File: config.mk
export PLATFORM = sky130hd
export DESIGN_NAME = psp_slave_port
export DESIGN_NICKNAME = d
export VERILOG_FILES = /design/src/psp_pkg.sv /design/src/psp_slave_port.sv
export SDC_FILE = /design/constraint.sdc
export NUM_CORES = 1
export LEC_CHECK = 0
export ABC_AREA = 1
export BUFFER_PORTS_ARGS = -buffer_cell sky130_fd_sc_hd__buf_4
export CAP_MARGIN = 0
export CORE_MARGIN = 2
export CORE_UTILIZATION = 53
export DETAILED_ROUTE_END_ITERATION = 8
export GPL_ROUTABILITY_DRIVEN = 0
export PLACE_DENSITY = 0.77
export SLEW_MARGIN = 30
export SYNTH_ARGS = -nofsm -noshare
export SYNTH_HDL_FRONTEND = slang
export SYNTH_SLANG_ARGS = --single-unit
File: constraint.sdc
create_clock -name pclk -period 1.57 [get_ports pclk]
set_input_delay 0.2355 -clock pclk [delete_from_list [all_inputs] [get_ports pclk]]
set_output_delay 0.2355 -clock pclk [all_outputs]
set_load 0.005 [all_outputs]
File: src/psp_pkg.sv
/*
 * package for the parallel slave port: register offsets, field positions,
 * reset values, phase timing and the pin carrier structs.
 * assumes an apb slave at 32-bit data, one register per aligned word.
 */
package psp_pkg;

	// ------------------------------------------------------------------
	// register indices (printed offsets) and byte addresses
	// ------------------------------------------------------------------
	localparam logic [7:0]  IDX_PORT_D_DATA   = 8'h08;
	localparam logic [7:0]  IDX_PORT_E_PIN    = 8'h09;
	localparam logic [7:0]  IDX_IRQ_FLAGS_1   = 8'h0C;
	localparam logic [7:0]  IDX_PORT_E_DIR    = 8'h89;
	localparam logic [7:0]  IDX_IRQ_ENABLES_1 = 8'h8C;
	localparam logic [7:0]  IDX_ANALOG_CFG    = 8'h9F;
	localparam logic [7:0]  IDX_PORT_D_DIR    = 8'h88;
	localparam logic [11:0] ADDR_PORT_D_DATA   = {2'h0, IDX_PORT_D_DATA, 2'h0};
	localparam logic [11:0] ADDR_PORT_E_PIN    = {2'h0, IDX_PORT_E_PIN, 2'h0};
	localparam logic [11:0] ADDR_IRQ_FLAGS_1   = {2'h0, IDX_IRQ_FLAGS_1, 2'h0};
	localparam logic [11:0] ADDR_PORT_E_DIR    = {2'h0, IDX_PORT_E_DIR, 2'h0};
	localparam logic [11:0] ADDR_IRQ_ENABLES_1 = {2'h0, IDX_IRQ_ENABLES_1, 2'h0};
	localparam logic [11:0] ADDR_ANALOG_CFG    = {2'h0, IDX_ANALOG_CFG, 2'h0};
	localparam logic [11:0] ADDR_PORT_D_DIR    = {2'h0, IDX_PORT_D_DIR, 2'h0};

	// ------------------------------------------------------------------
	// field positions and reset values
	// ------------------------------------------------------------------
	localparam int          BIT_IN_FULL   = 7;
	localparam int          BIT_OUT_FULL  = 6;
	localparam int          BIT_IN_OVF    = 5;
	localparam int          BIT_MODE      = 4;
	localparam int          BIT_XFER_IRQ  = 7;
	localparam logic [2:0]  RST_PORT_E_DIR = 3'h7;
	localparam logic [7:0]  RST_PORT_D_DIR = 8'hFF;
	localparam logic [7:0]  RST_IRQ_ENA    = 8'h00;
	localparam logic [4:0]  RST_ANALOG_CFG = 5'h00;
	localparam logic [3:0]  ANALOG_MASK    = 4'hF;

	// ------------------------------------------------------------------
	// phase clock: four pclk cycles per instruction cycle
	// ------------------------------------------------------------------
	localparam logic [1:0]  PHASE_SECOND  = 2'h1;
	localparam logic [1:0]  PHASE_FOURTH  = 2'h3;

	typedef struct packed {
		logic cs_n;
		logic wr_n;
		logic rd_n;
	} psp_strobe_t;

	typedef struct packed {
		logic [7:0] dout;
		logic [7:0] oe;
	} psp_bus_out_t;

endpackage : psp_pkg

File: src/psp_slave_port.sv
/*
 * parallel slave port with apb register access: byte latches, status
 * flags, transfer interrupt and port d/e pin control.
 * assumes the external strobes are asynchronous to pclk and the pin data
 * is stable while its write strobe is low.
 */
// The implementer's own choice: the APB interface to the registers.
// Summary of operation
// mode select bit turns port d into an 8-bit external slave data port
// in slave mode port e pins become read, write and select inputs
// external transfers are driven only by the strobe and select pins
// two latches at one address: writes load output, reads return input
// port d direction register is ignored in slave mode
// a write begins once select and write strobe are both low
// write end sets input-full on the q4 after the next q2
// write end sets the transfer interrupt flag on that same q4
// input-full clears only when firmware reads the input latch
// second external write before firmware read sets the overflow flag
// read start, select and read strobe low, clears output-full at once
// read end sets the transfer interrupt flag on q4 after next q2
// output-full stays low until firmware writes the output latch
// outside slave mode full flags clear; overflow kept until cleared
// interrupt flag sticky until cleared; enable bit gates the request
// external master treats select and strobes as active low
// data pins driven only while select and read strobe are low; here the enable trails the strobes by three cycles
// strobes pass two-stage synchronisers before any flag logic
`timescale 1ns/1ps

module psp_slave_port (
	input  wire logic                  pclk,
	input  wire logic                  presetn,
	input  wire logic                  psel,
	input  wire logic                  penable,
	input  wire logic                  pwrite,
	input  wire logic [11:0]           paddr,
	input  wire logic [31:0]           pwdata,
	output logic      [31:0]           prdata,
	output logic                       pready,
	output logic                       pslverr,
	output logic                       irq,
	input  wire psp_pkg::psp_strobe_t  strobe_in,
	input  wire logic [7:0]            port_d_in,
	output psp_pkg::psp_bus_out_t      port_d_out,
	output logic      [2:0]            port_e_out,
	output logic      [2:0]            port_e_oe
);
	import psp_pkg::*;

	// ------------------------------------------------------------------
	// registers
	// ------------------------------------------------------------------
	logic [7:0]  out_latch_q;
	logic [7:0]  in_latch_q;
	logic [7:0]  port_d_dir_q;
	logic [2:0]  port_e_dir_q;
	logic [2:0]  port_e_lat_q;
	logic        mode_q;
	logic        in_full_q;
	logic        out_full_q;
	logic        in_ovf_q;
	logic        xfer_irq_q;
	logic [7:0]  irq_ena_q;
	logic [4:0]  analog_cfg_q;
	logic [1:0]  phase_q;
	logic        pend_wr_q;
	logic        pend_rd_q;
	logic        seen_ph2_wr_q;
	logic        seen_ph2_rd_q;
	psp_strobe_t sync1_q;
	psp_strobe_t sync2_q;
	psp_strobe_t sync2_prev_q;
	logic [7:0]  din1_q;
	logic [7:0]  din2_q;
	logic [2:0]  pin_e1_q;
	logic [2:0]  pin_e2_q;

	// ------------------------------------------------------------------
	// synchronisers
	// ------------------------------------------------------------------
	// port e pins get their own pair for register reads; the strobe pair feeds the flags, the input latch and the port d output enable
	always_ff @(posedge pclk or negedge presetn) begin
		if (!presetn) begin
			sync1_q      <= '1;
			sync2_q      <= '1;
			sync2_prev_q <= '1;
			din1_q       <= 8'h00;
			din2_q       <= 8'h00;
			pin_e1_q     <= 3'h0;
			pin_e2_q     <= 3'h0;
		end else begin
			sync1_q      <= strobe_in;
			sync2_q      <= sync1_q;
			sync2_prev_q <= sync2_q;
			din1_q       <= port_d_in;
			din2_q       <= din1_q;
			pin_e1_q     <= {strobe_in.cs_n, strobe_in.wr_n, strobe_in.rd_n};
			pin_e2_q     <= pin_e1_q;
		end
	end

	// ------------------------------------------------------------------
	// edge detection
	// ------------------------------------------------------------------
	// strobes are active low; the master drives them high when idle
	logic wr_act;
	logic wr_act_prev;
	logic rd_act;
	logic rd_act_prev;
	logic wr_start;
	logic wr_end;
	logic rd_start;
	logic rd_end;
	assign wr_act      = mode_q & ~sync2_q.cs_n & ~sync2_q.wr_n;
	assign wr_act_prev = mode_q & ~sync2_prev_q.cs_n & ~sync2_prev_q.wr_n;
	assign rd_act      = mode_q & ~sync2_q.cs_n & ~sync2_q.rd_n;
	assign rd_act_prev = mode_q & ~sync2_prev_q.cs_n & ~sync2_prev_q.rd_n;
	assign wr_start    = wr_act & ~wr_act_prev;
	assign wr_end      = ~wr_act & wr_act_prev;
	assign rd_start    = rd_act & ~rd_act_prev;
	assign rd_end      = ~rd_act & rd_act_prev;

	// ------------------------------------------------------------------
	// apb decode
	// ------------------------------------------------------------------
	logic acc;
	logic wr_en;
	logic rd_en;
	logic hit;
	assign acc   = psel & penable;
	assign wr_en = acc & pwrite;
	assign rd_en = acc & ~pwrite;
	always_comb begin
		unique case (paddr)
			ADDR_PORT_D_DATA, ADDR_PORT_E_PIN, ADDR_IRQ_FLAGS_1, ADDR_PORT_E_DIR,
			ADDR_IRQ_ENABLES_1, ADDR_ANALOG_CFG, ADDR_PORT_D_DIR: hit = 1'b1;
			default: hit = 1'b0;
		endcase
	end

	// unmapped or misaligned addresses answer with pslverr and change nothing
	logic fw_wr_data;
	logic fw_rd_data;
	logic fw_wr_dir_e;
	logic fw_wr_flags;
	assign fw_wr_data  = wr_en & hit & (paddr == ADDR_PORT_D_DATA);
	assign fw_rd_data  = rd_en & hit & (paddr == ADDR_PORT_D_DATA);
	assign fw_wr_dir_e = wr_en & (paddr == ADDR_PORT_E_DIR);
	assign fw_wr_flags = wr_en & (paddr == ADDR_IRQ_FLAGS_1);

	// ------------------------------------------------------------------
	// phase counter: q2 and q4 of each four-cycle instruction period
	// ------------------------------------------------------------------
	always_ff @(posedge pclk or negedge presetn) begin
		if (!presetn) begin
			phase_q <= 2'h0;
		end else begin
			phase_q <= phase_q + 2'h1;
		end
	end

	// ------------------------------------------------------------------
	// completion timing
	// ------------------------------------------------------------------
	// the counter free-runs, so a completion lands 3 to 6 cycles after the synced release
	// a completion waits for a q2, then lands on the following q4
	always_ff @(posedge pclk or negedge presetn) begin
		if (!presetn) begin
			pend_wr_q     <= 1'b0;
			seen_ph2_wr_q <= 1'b0;
		end else begin
			if (wr_end) begin
				pend_wr_q     <= 1'b1;
				seen_ph2_wr_q <= 1'b0;
			end else if (pend_wr_q && phase_q == PHASE_SECOND) begin
				seen_ph2_wr_q <= 1'b1;
			end else if (seen_ph2_wr_q && phase_q == PHASE_FOURTH) begin
				pend_wr_q     <= 1'b0;
				seen_ph2_wr_q <= 1'b0;
			end
		end
	end

	always_ff @(posedge pclk or negedge presetn) begin
		if (!presetn) begin
			pend_rd_q     <= 1'b0;
			seen_ph2_rd_q <= 1'b0;
		end else begin
			if (rd_end) begin
				pend_rd_q     <= 1'b1;
				seen_ph2_rd_q <= 1'b0;
			end else if (pend_rd_q && phase_q == PHASE_SECOND) begin
				seen_ph2_rd_q <= 1'b1;
			end else if (seen_ph2_rd_q && phase_q == PHASE_FOURTH) begin
				pend_rd_q     <= 1'b0;
				seen_ph2_rd_q <= 1'b0;
			end
		end
	end

	logic wr_done;
	logic rd_done;
	assign wr_done = seen_ph2_wr_q & (phase_q == PHASE_FOURTH) & ~wr_end;
	assign rd_done = seen_ph2_rd_q & (phase_q == PHASE_FOURTH) & ~rd_end;

	// ------------------------------------------------------------------
	// data latches
	// ------------------------------------------------------------------
	always_ff @(posedge pclk or negedge presetn) begin
		if (!presetn) begin
			out_latch_q <= 8'h00;
			in_latch_q  <= 8'h00;
		end else begin
			if (fw_wr_data) begin
				out_latch_q <= pwdata[7:0];
			end
			// not held off by the full flag: a late write overwrites, overflow records it
			// sampled while the strobe is still low, data is stable there
			if (wr_act) begin
				in_latch_q <= din2_q;
			end
		end
	end

	// ------------------------------------------------------------------
	// status flags
	// ------------------------------------------------------------------
	// set wins over a firmware read in the same cycle
	always_ff @(posedge pclk or negedge presetn) begin
		if (!presetn) begin
			in_full_q <= 1'b0;
		end else if (!mode_q) begin
			in_full_q <= 1'b0;
		end else if (wr_done) begin
			in_full_q <= 1'b1;
		end else if (fw_rd_data) begin
			in_full_q <= 1'b0;
		end
	end

	// a host read start wins: firmware must refill the latch after it
	always_ff @(posedge pclk or negedge presetn) begin
		if (!presetn) begin
			out_full_q <= 1'b0;
		end else if (!mode_q) begin
			out_full_q <= 1'b0;
		end else if (rd_start) begin
			out_full_q <= 1'b0;
		end else if (fw_wr_data) begin
			out_full_q <= 1'b1;
		end
	end

	// set wins over a firmware clear in the same cycle
	always_ff @(posedge pclk or negedge presetn) begin
		if (!presetn) begin
			in_ovf_q <= 1'b0;
		end else if (wr_start && in_full_q) begin
			in_ovf_q <= 1'b1;
		end else if (fw_wr_dir_e && !pwdata[BIT_IN_OVF]) begin
			in_ovf_q <= 1'b0;
		end
	end

	// ------------------------------------------------------------------
	// transfer interrupt: sticky, cleared by writing one
	// ------------------------------------------------------------------
	always_ff @(posedge pclk or negedge presetn) begin
		if (!presetn) begin
			xfer_irq_q <= 1'b0;
			irq        <= 1'b0;
		end else begin
			if (wr_done || rd_done) begin
				xfer_irq_q <= 1'b1;
			end else if (fw_wr_flags && pwdata[BIT_XFER_IRQ]) begin
				xfer_irq_q <= 1'b0;
			end
			irq <= xfer_irq_q & irq_ena_q[BIT_XFER_IRQ];
		end
	end

	// ------------------------------------------------------------------
	// control registers
	// ------------------------------------------------------------------
	always_ff @(posedge pclk or negedge presetn) begin
		if (!presetn) begin
			mode_q       <= 1'b0;
			port_e_dir_q <= RST_PORT_E_DIR;
			port_d_dir_q <= RST_PORT_D_DIR;
			port_e_lat_q <= 3'h0;
			irq_ena_q    <= RST_IRQ_ENA;
			analog_cfg_q <= RST_ANALOG_CFG;
		end else if (wr_en) begin
			unique case (paddr)
				// direction bits stay writable in slave mode; port e pins are inputs and port d follows the read strobe anyway
				ADDR_PORT_E_DIR: begin
					mode_q       <= pwdata[BIT_MODE];
					port_e_dir_q <= pwdata[2:0];
				end
				ADDR_PORT_D_DIR:    port_d_dir_q <= pwdata[7:0];
				ADDR_PORT_E_PIN:    port_e_lat_q <= pwdata[2:0];
				ADDR_IRQ_ENABLES_1: irq_ena_q    <= pwdata[7:0];
				ADDR_ANALOG_CFG:    analog_cfg_q <= {pwdata[7], pwdata[3:0]};
				default: ;
			endcase
		end
	end

	// ------------------------------------------------------------------
	// pins: slave mode overrides both direction registers
	// ------------------------------------------------------------------
	// an all-analog setting makes the port e pins read as zero
	logic e_digital;
	assign e_digital = ((analog_cfg_q[3:0] & ANALOG_MASK) != 4'h0);
	// the enable trails the pins by three cycles; a host must leave that gap
	// between a read and its next write, or both sides drive the bus
	logic rd_drive;
	assign rd_drive = ~sync2_q.cs_n & ~sync2_q.rd_n;
	always_ff @(posedge pclk or negedge presetn) begin
		if (!presetn) begin
			port_d_out <= '0;
			port_e_out <= 3'h0;
			port_e_oe  <= 3'h0;
		end else begin
			port_d_out.dout <= out_latch_q;
			if (mode_q) begin
				// synchronised strobes only, so a metastable pin never reaches a pad
				port_d_out.oe <= {8{rd_drive}};
				port_e_oe     <= 3'h0;
			end else begin
				port_d_out.oe <= ~port_d_dir_q;
				port_e_oe     <= ~port_e_dir_q;
			end
			port_e_out <= port_e_lat_q;
		end
	end

	// ------------------------------------------------------------------
	// apb read path and answer, zero wait states
	// ------------------------------------------------------------------
	logic [7:0] rd_byte;
	always_comb begin
		rd_byte = 8'h00;
		unique case (paddr)
			ADDR_PORT_D_DATA:   rd_byte = mode_q ? in_latch_q : din2_q;
			ADDR_PORT_E_PIN:    rd_byte = {5'h00, e_digital ? pin_e2_q : 3'h0};
			ADDR_IRQ_FLAGS_1:   rd_byte[BIT_XFER_IRQ] = xfer_irq_q;
			ADDR_PORT_E_DIR: begin
				rd_byte[BIT_IN_FULL]  = in_full_q;
				rd_byte[BIT_OUT_FULL] = out_full_q;
				rd_byte[BIT_IN_OVF]   = in_ovf_q;
				rd_byte[BIT_MODE]     = mode_q;
				rd_byte[2:0]          = port_e_dir_q;
			end
			ADDR_IRQ_ENABLES_1: rd_byte = irq_ena_q;
			ADDR_ANALOG_CFG:    rd_byte = {analog_cfg_q[4], 3'h0, analog_cfg_q[3:0]};
			ADDR_PORT_D_DIR:    rd_byte = port_d_dir_q;
			default:            rd_byte = 8'h00;
		endcase
	end

	always_ff @(posedge pclk or negedge presetn) begin
		if (!presetn) begin
			prdata  <= 32'h0000_0000;
			pready  <= 1'b0;
			pslverr <= 1'b0;
		end else begin
			// answer registered from the setup phase, so every access completes with zero wait states
			pready  <= psel & ~penable;
			pslverr <= psel & ~penable & ~hit;
			prdata  <= {24'h000000, rd_byte};
		end
	end

endmodule : psp_slave_port

==> impl_metrics.json <==
{
  "outcome": "completed",
  "drive_gt1_share_pct": 32.89,
  "drc_errors": 0,
  "synthArstFlopShare_pct": 100.0,
  "synth-compound-area-share_pct": 9.275,
  "gr-usage-met3_pct": 6.103,
  "synth_top_area_cell": "dfrtp_1",
  "synth_most_common_cell": "nand2_1",
  "nFillCells": 628,
  "die_h_um": 100.7,
  "busiest_layer": "met2",
  "combPwrFrac_pct": 5.9,
  "final_nets": 657,
  "synthSimpleGateAreaFrac_pct": 20.42,
  "antenna_found_initial": 0,
  "setup.worst_path.start_class": "input port",
  "synth_seq_area_share_pct": 60.15,
  "synthDistinctLibCells": 31,
  "p_leak_nw": 3.260,
  "dr.first_iter.drc_count": 187,
  "finalSetupViolations": 0,
  "hold_ws_ns": 0.02441,
  "synth_xor_area_share_pct": 0,
  "dp_slack_ns": 0.1413,
  "initial_core_util_pct": 54.09,
  "path_max_fanout": 16,
  "ys_top_cells_by_area": "dfrtp_1 (50%), dfstp_2 (11%), nand2_1 (7.6%)",
  "ys_warn_count": 0,
  "clock_latency_ns": 0.52,
  "grt_use_met2_pct": 34.72,
  "power_density_nw_per_um2": 1196,
  "cts_tree": "yes",
  "power_switching_mw": 1.638,
  "synth_seq_cells": 118,
  "finalMaxSlewViolations": 0,
  "finalPower_mw": 7.636,
  "skew_ns": 0.009127,
  "vias_per_cell": 4.989,
  "finalSetupTns_ns": 0,
  "ys.flop_type": "dfrtp_1",
  "wirelength_um": 10030,
  "first_pass_iters": 4,
  "critPathLaunch": "penable",
  "grtUsageMet1_pct": 26.08,
  "io_buffers": 68,
  "final.min_clock_period_ns": 1.309,
  "cts-buffers-inserted": 17,
  "hpwl_um": 6917,
  "cts_max_path_buffers": 2,
  "synthMuxAreaShare_pct": 0,
  "min_from": "pwdata[6]",
  "crit_type": "in -> reg",
  "synth_area_um2": 4951,
  "rsz0062_at_grt": "no",
  "intPower_mw": 5.998,
  "synth_edf_count": 0,
  "vdd_drop_max_uv": 866.0,
  "post_synth.cell_area_avg_um2": 10.21,
  "clk_pin_slew_worst_paths_ns": 0.05,
  "cp.required_ns": 1.96,
  "core-area_um2": 9153,
  "wl_per_cell_um": 13.95,
  "r2r-start": "mode_q$_DFFE_PN0N_",
  "hold_viol": 0,
  "antenna_cells": 0,
  "grt_max_degree": 71,
  "cp.arrival_ns": 1.70,
  "clock-root-buffer": "clkbuf_8",
  "fin_cells": 719,
  "cp-end-kind": "flop",
  "synth_fa_ha_area_share_pct": 0.5054,
  "post-route-period-util_pct": 83.40,
  "synth_cells": 485,
  "die_w_um": 100.7,
  "swShare_pct": 21.45,
  "max_freq_mhz": 763.7,
  "synthTopCellsByCount": "nand2_1 (100), dfrtp_1 (98), inv_1 (43)",
  "pin_count": 117,
  "die-area_um2": 10130,
  "grt_pass1_wl_um": 16080,
  "maxCapViolCount": 0,
  "grt_pass1_vias": 3470,
  "areaGrowthSynthToFinish_pct": 28.96,
  "vias": 3587,
  "track_usage_pct": 21.02,
  "worst_slack_ns": 0.2606,
  "placement_rows": 35,
  "synth.top_cell.area_share_pct": 49.53,
  "relSlewSlack_pct": 64.98,
  "gr-total-overflow": 0,
  "dp_cells": 667,
  "ant_nets": 0,
  "min_path_type": "in -> reg",
  "clock_sinks": 118,
  "worstMarginPinSlew_ns": 0.5214,
  "htreeDepth": 4,
  "power_frac_seq_pct": 41.7,
  "p_clk_share_pct": 52.4,
  "synth_top_family_by_area": "simple AND/OR/NAND/NOR gates"
}
## registers in the layout, indices dropped and copies added, names as in the netlist, 5 cells and up
name and flops:
in_latch_q 8, analog_cfg_q 5, port_d_out 16, din2_q 8
out_latch_q 8, irq_ena_q 8, prdata 8, port_d_dir_q 8
din1_q 8
## per-stage QoR
step / area (um^2) / util (%)
after detailed placement: 5563 / 60.78
after CTS: 6385 / 69.76
after global placement: 5563 / 60.78
after floorplan: 5037 / -
after global routing: 6385 / 69.76
final: 6385 / 69.76
## path summary, 6_finish.rpt
| path | endpoint | slack, ns | cells after the start |
|---|---|---|---|
| max | out_latch_q[7]$_DFFE_PN0P_ | 0.26 | 7 |
| min | port_d_dir_q[6]$_DFFE_PN1P_ | 0.02 | 3 |
| max reg2reg | in_latch_q[2]$_DFFE_PN0P_ | 0.30 | 5 |
| min reg2reg | din2_q[5]$_DFF_PN0_ | 0.35 | 0 |
| max in group asynchronous | sync2_prev_q[0]$_DFF_PN1_ | 0.94 | 3 |
| min in group asynchronous | port_e_oe[0]$_DFF_PN0_ | 0.26 | 3 |
## cell type report
class / instances / area (um^2) / share of cell area, %
inverters: 52 / 197.7 / 3.096
clock inverters: 12 / 176.4 / 2.763
multi-input cells: 301 / 1585 / 24.83
well taps: 111 / 138.9 / 2.175
clock buffers: 20 / 445.4 / 6.976
flip-flops and latches: 118 / 2978 / 46.64
repair buffers: 105 / 863.3 / 13.52
## cell families (layout without fill, tap and decap cells)
kind of cell	count (synthesis)	after routing
buffers and inverters	89	189
AOI/OAI and AO/OA	72	72
DFF	118	118
other	1	24
adders and majority gates	2	2
and+or+nand+nor	203	203
## critical path, stage by stage
cell and delay [ns]:
dlygate4sd3_1 0.52, buf_4 0.12, nand3_2 0.16, inv_2 0.20, nand3_4 0.23, nand2_1 0.13, o21ai_0 0.09
## power by group through the flow
stage               Sequential [mW]  Combinational, mW  Clock, mW
floorplan                      3.23              0.235          0
global placement               3.23              0.398          0
detailed placement             3.24              0.414          0
CTS                            3.19              0.455       4.06
global route                   3.20              0.510       4.20
finish                         3.19              0.450       4.00
## per-layer routing
layer | routed length (um) | vias to the layer above
met1 | 4004 | 1727
met2 | 5221 | 113
met4 | 206 | 0
met5 | 0 | -
met3 | 596 | 19
li1 | - | 1728
## placed cells by master, fill, tap and decap left out, types with 11 or more instances in the layout
cell and n:
o21ai_2 24, o21ai_1 11, nand2_1 100, nand3_1 31, dfrtp_1 98, dlygate4sd3_1 20
dfstp_2 20, conb_1 24, clkbuf_16 16, buf_4 83, nor2_1 28, inv_1 43
o21ai_0 29
## timing repair
item	CTS	global route
hold buffers	20	0
resized for setup	0	0
hold endpoints to repair	130	0
buffers inserted	0	0
(Power assumes the default switching activity.)
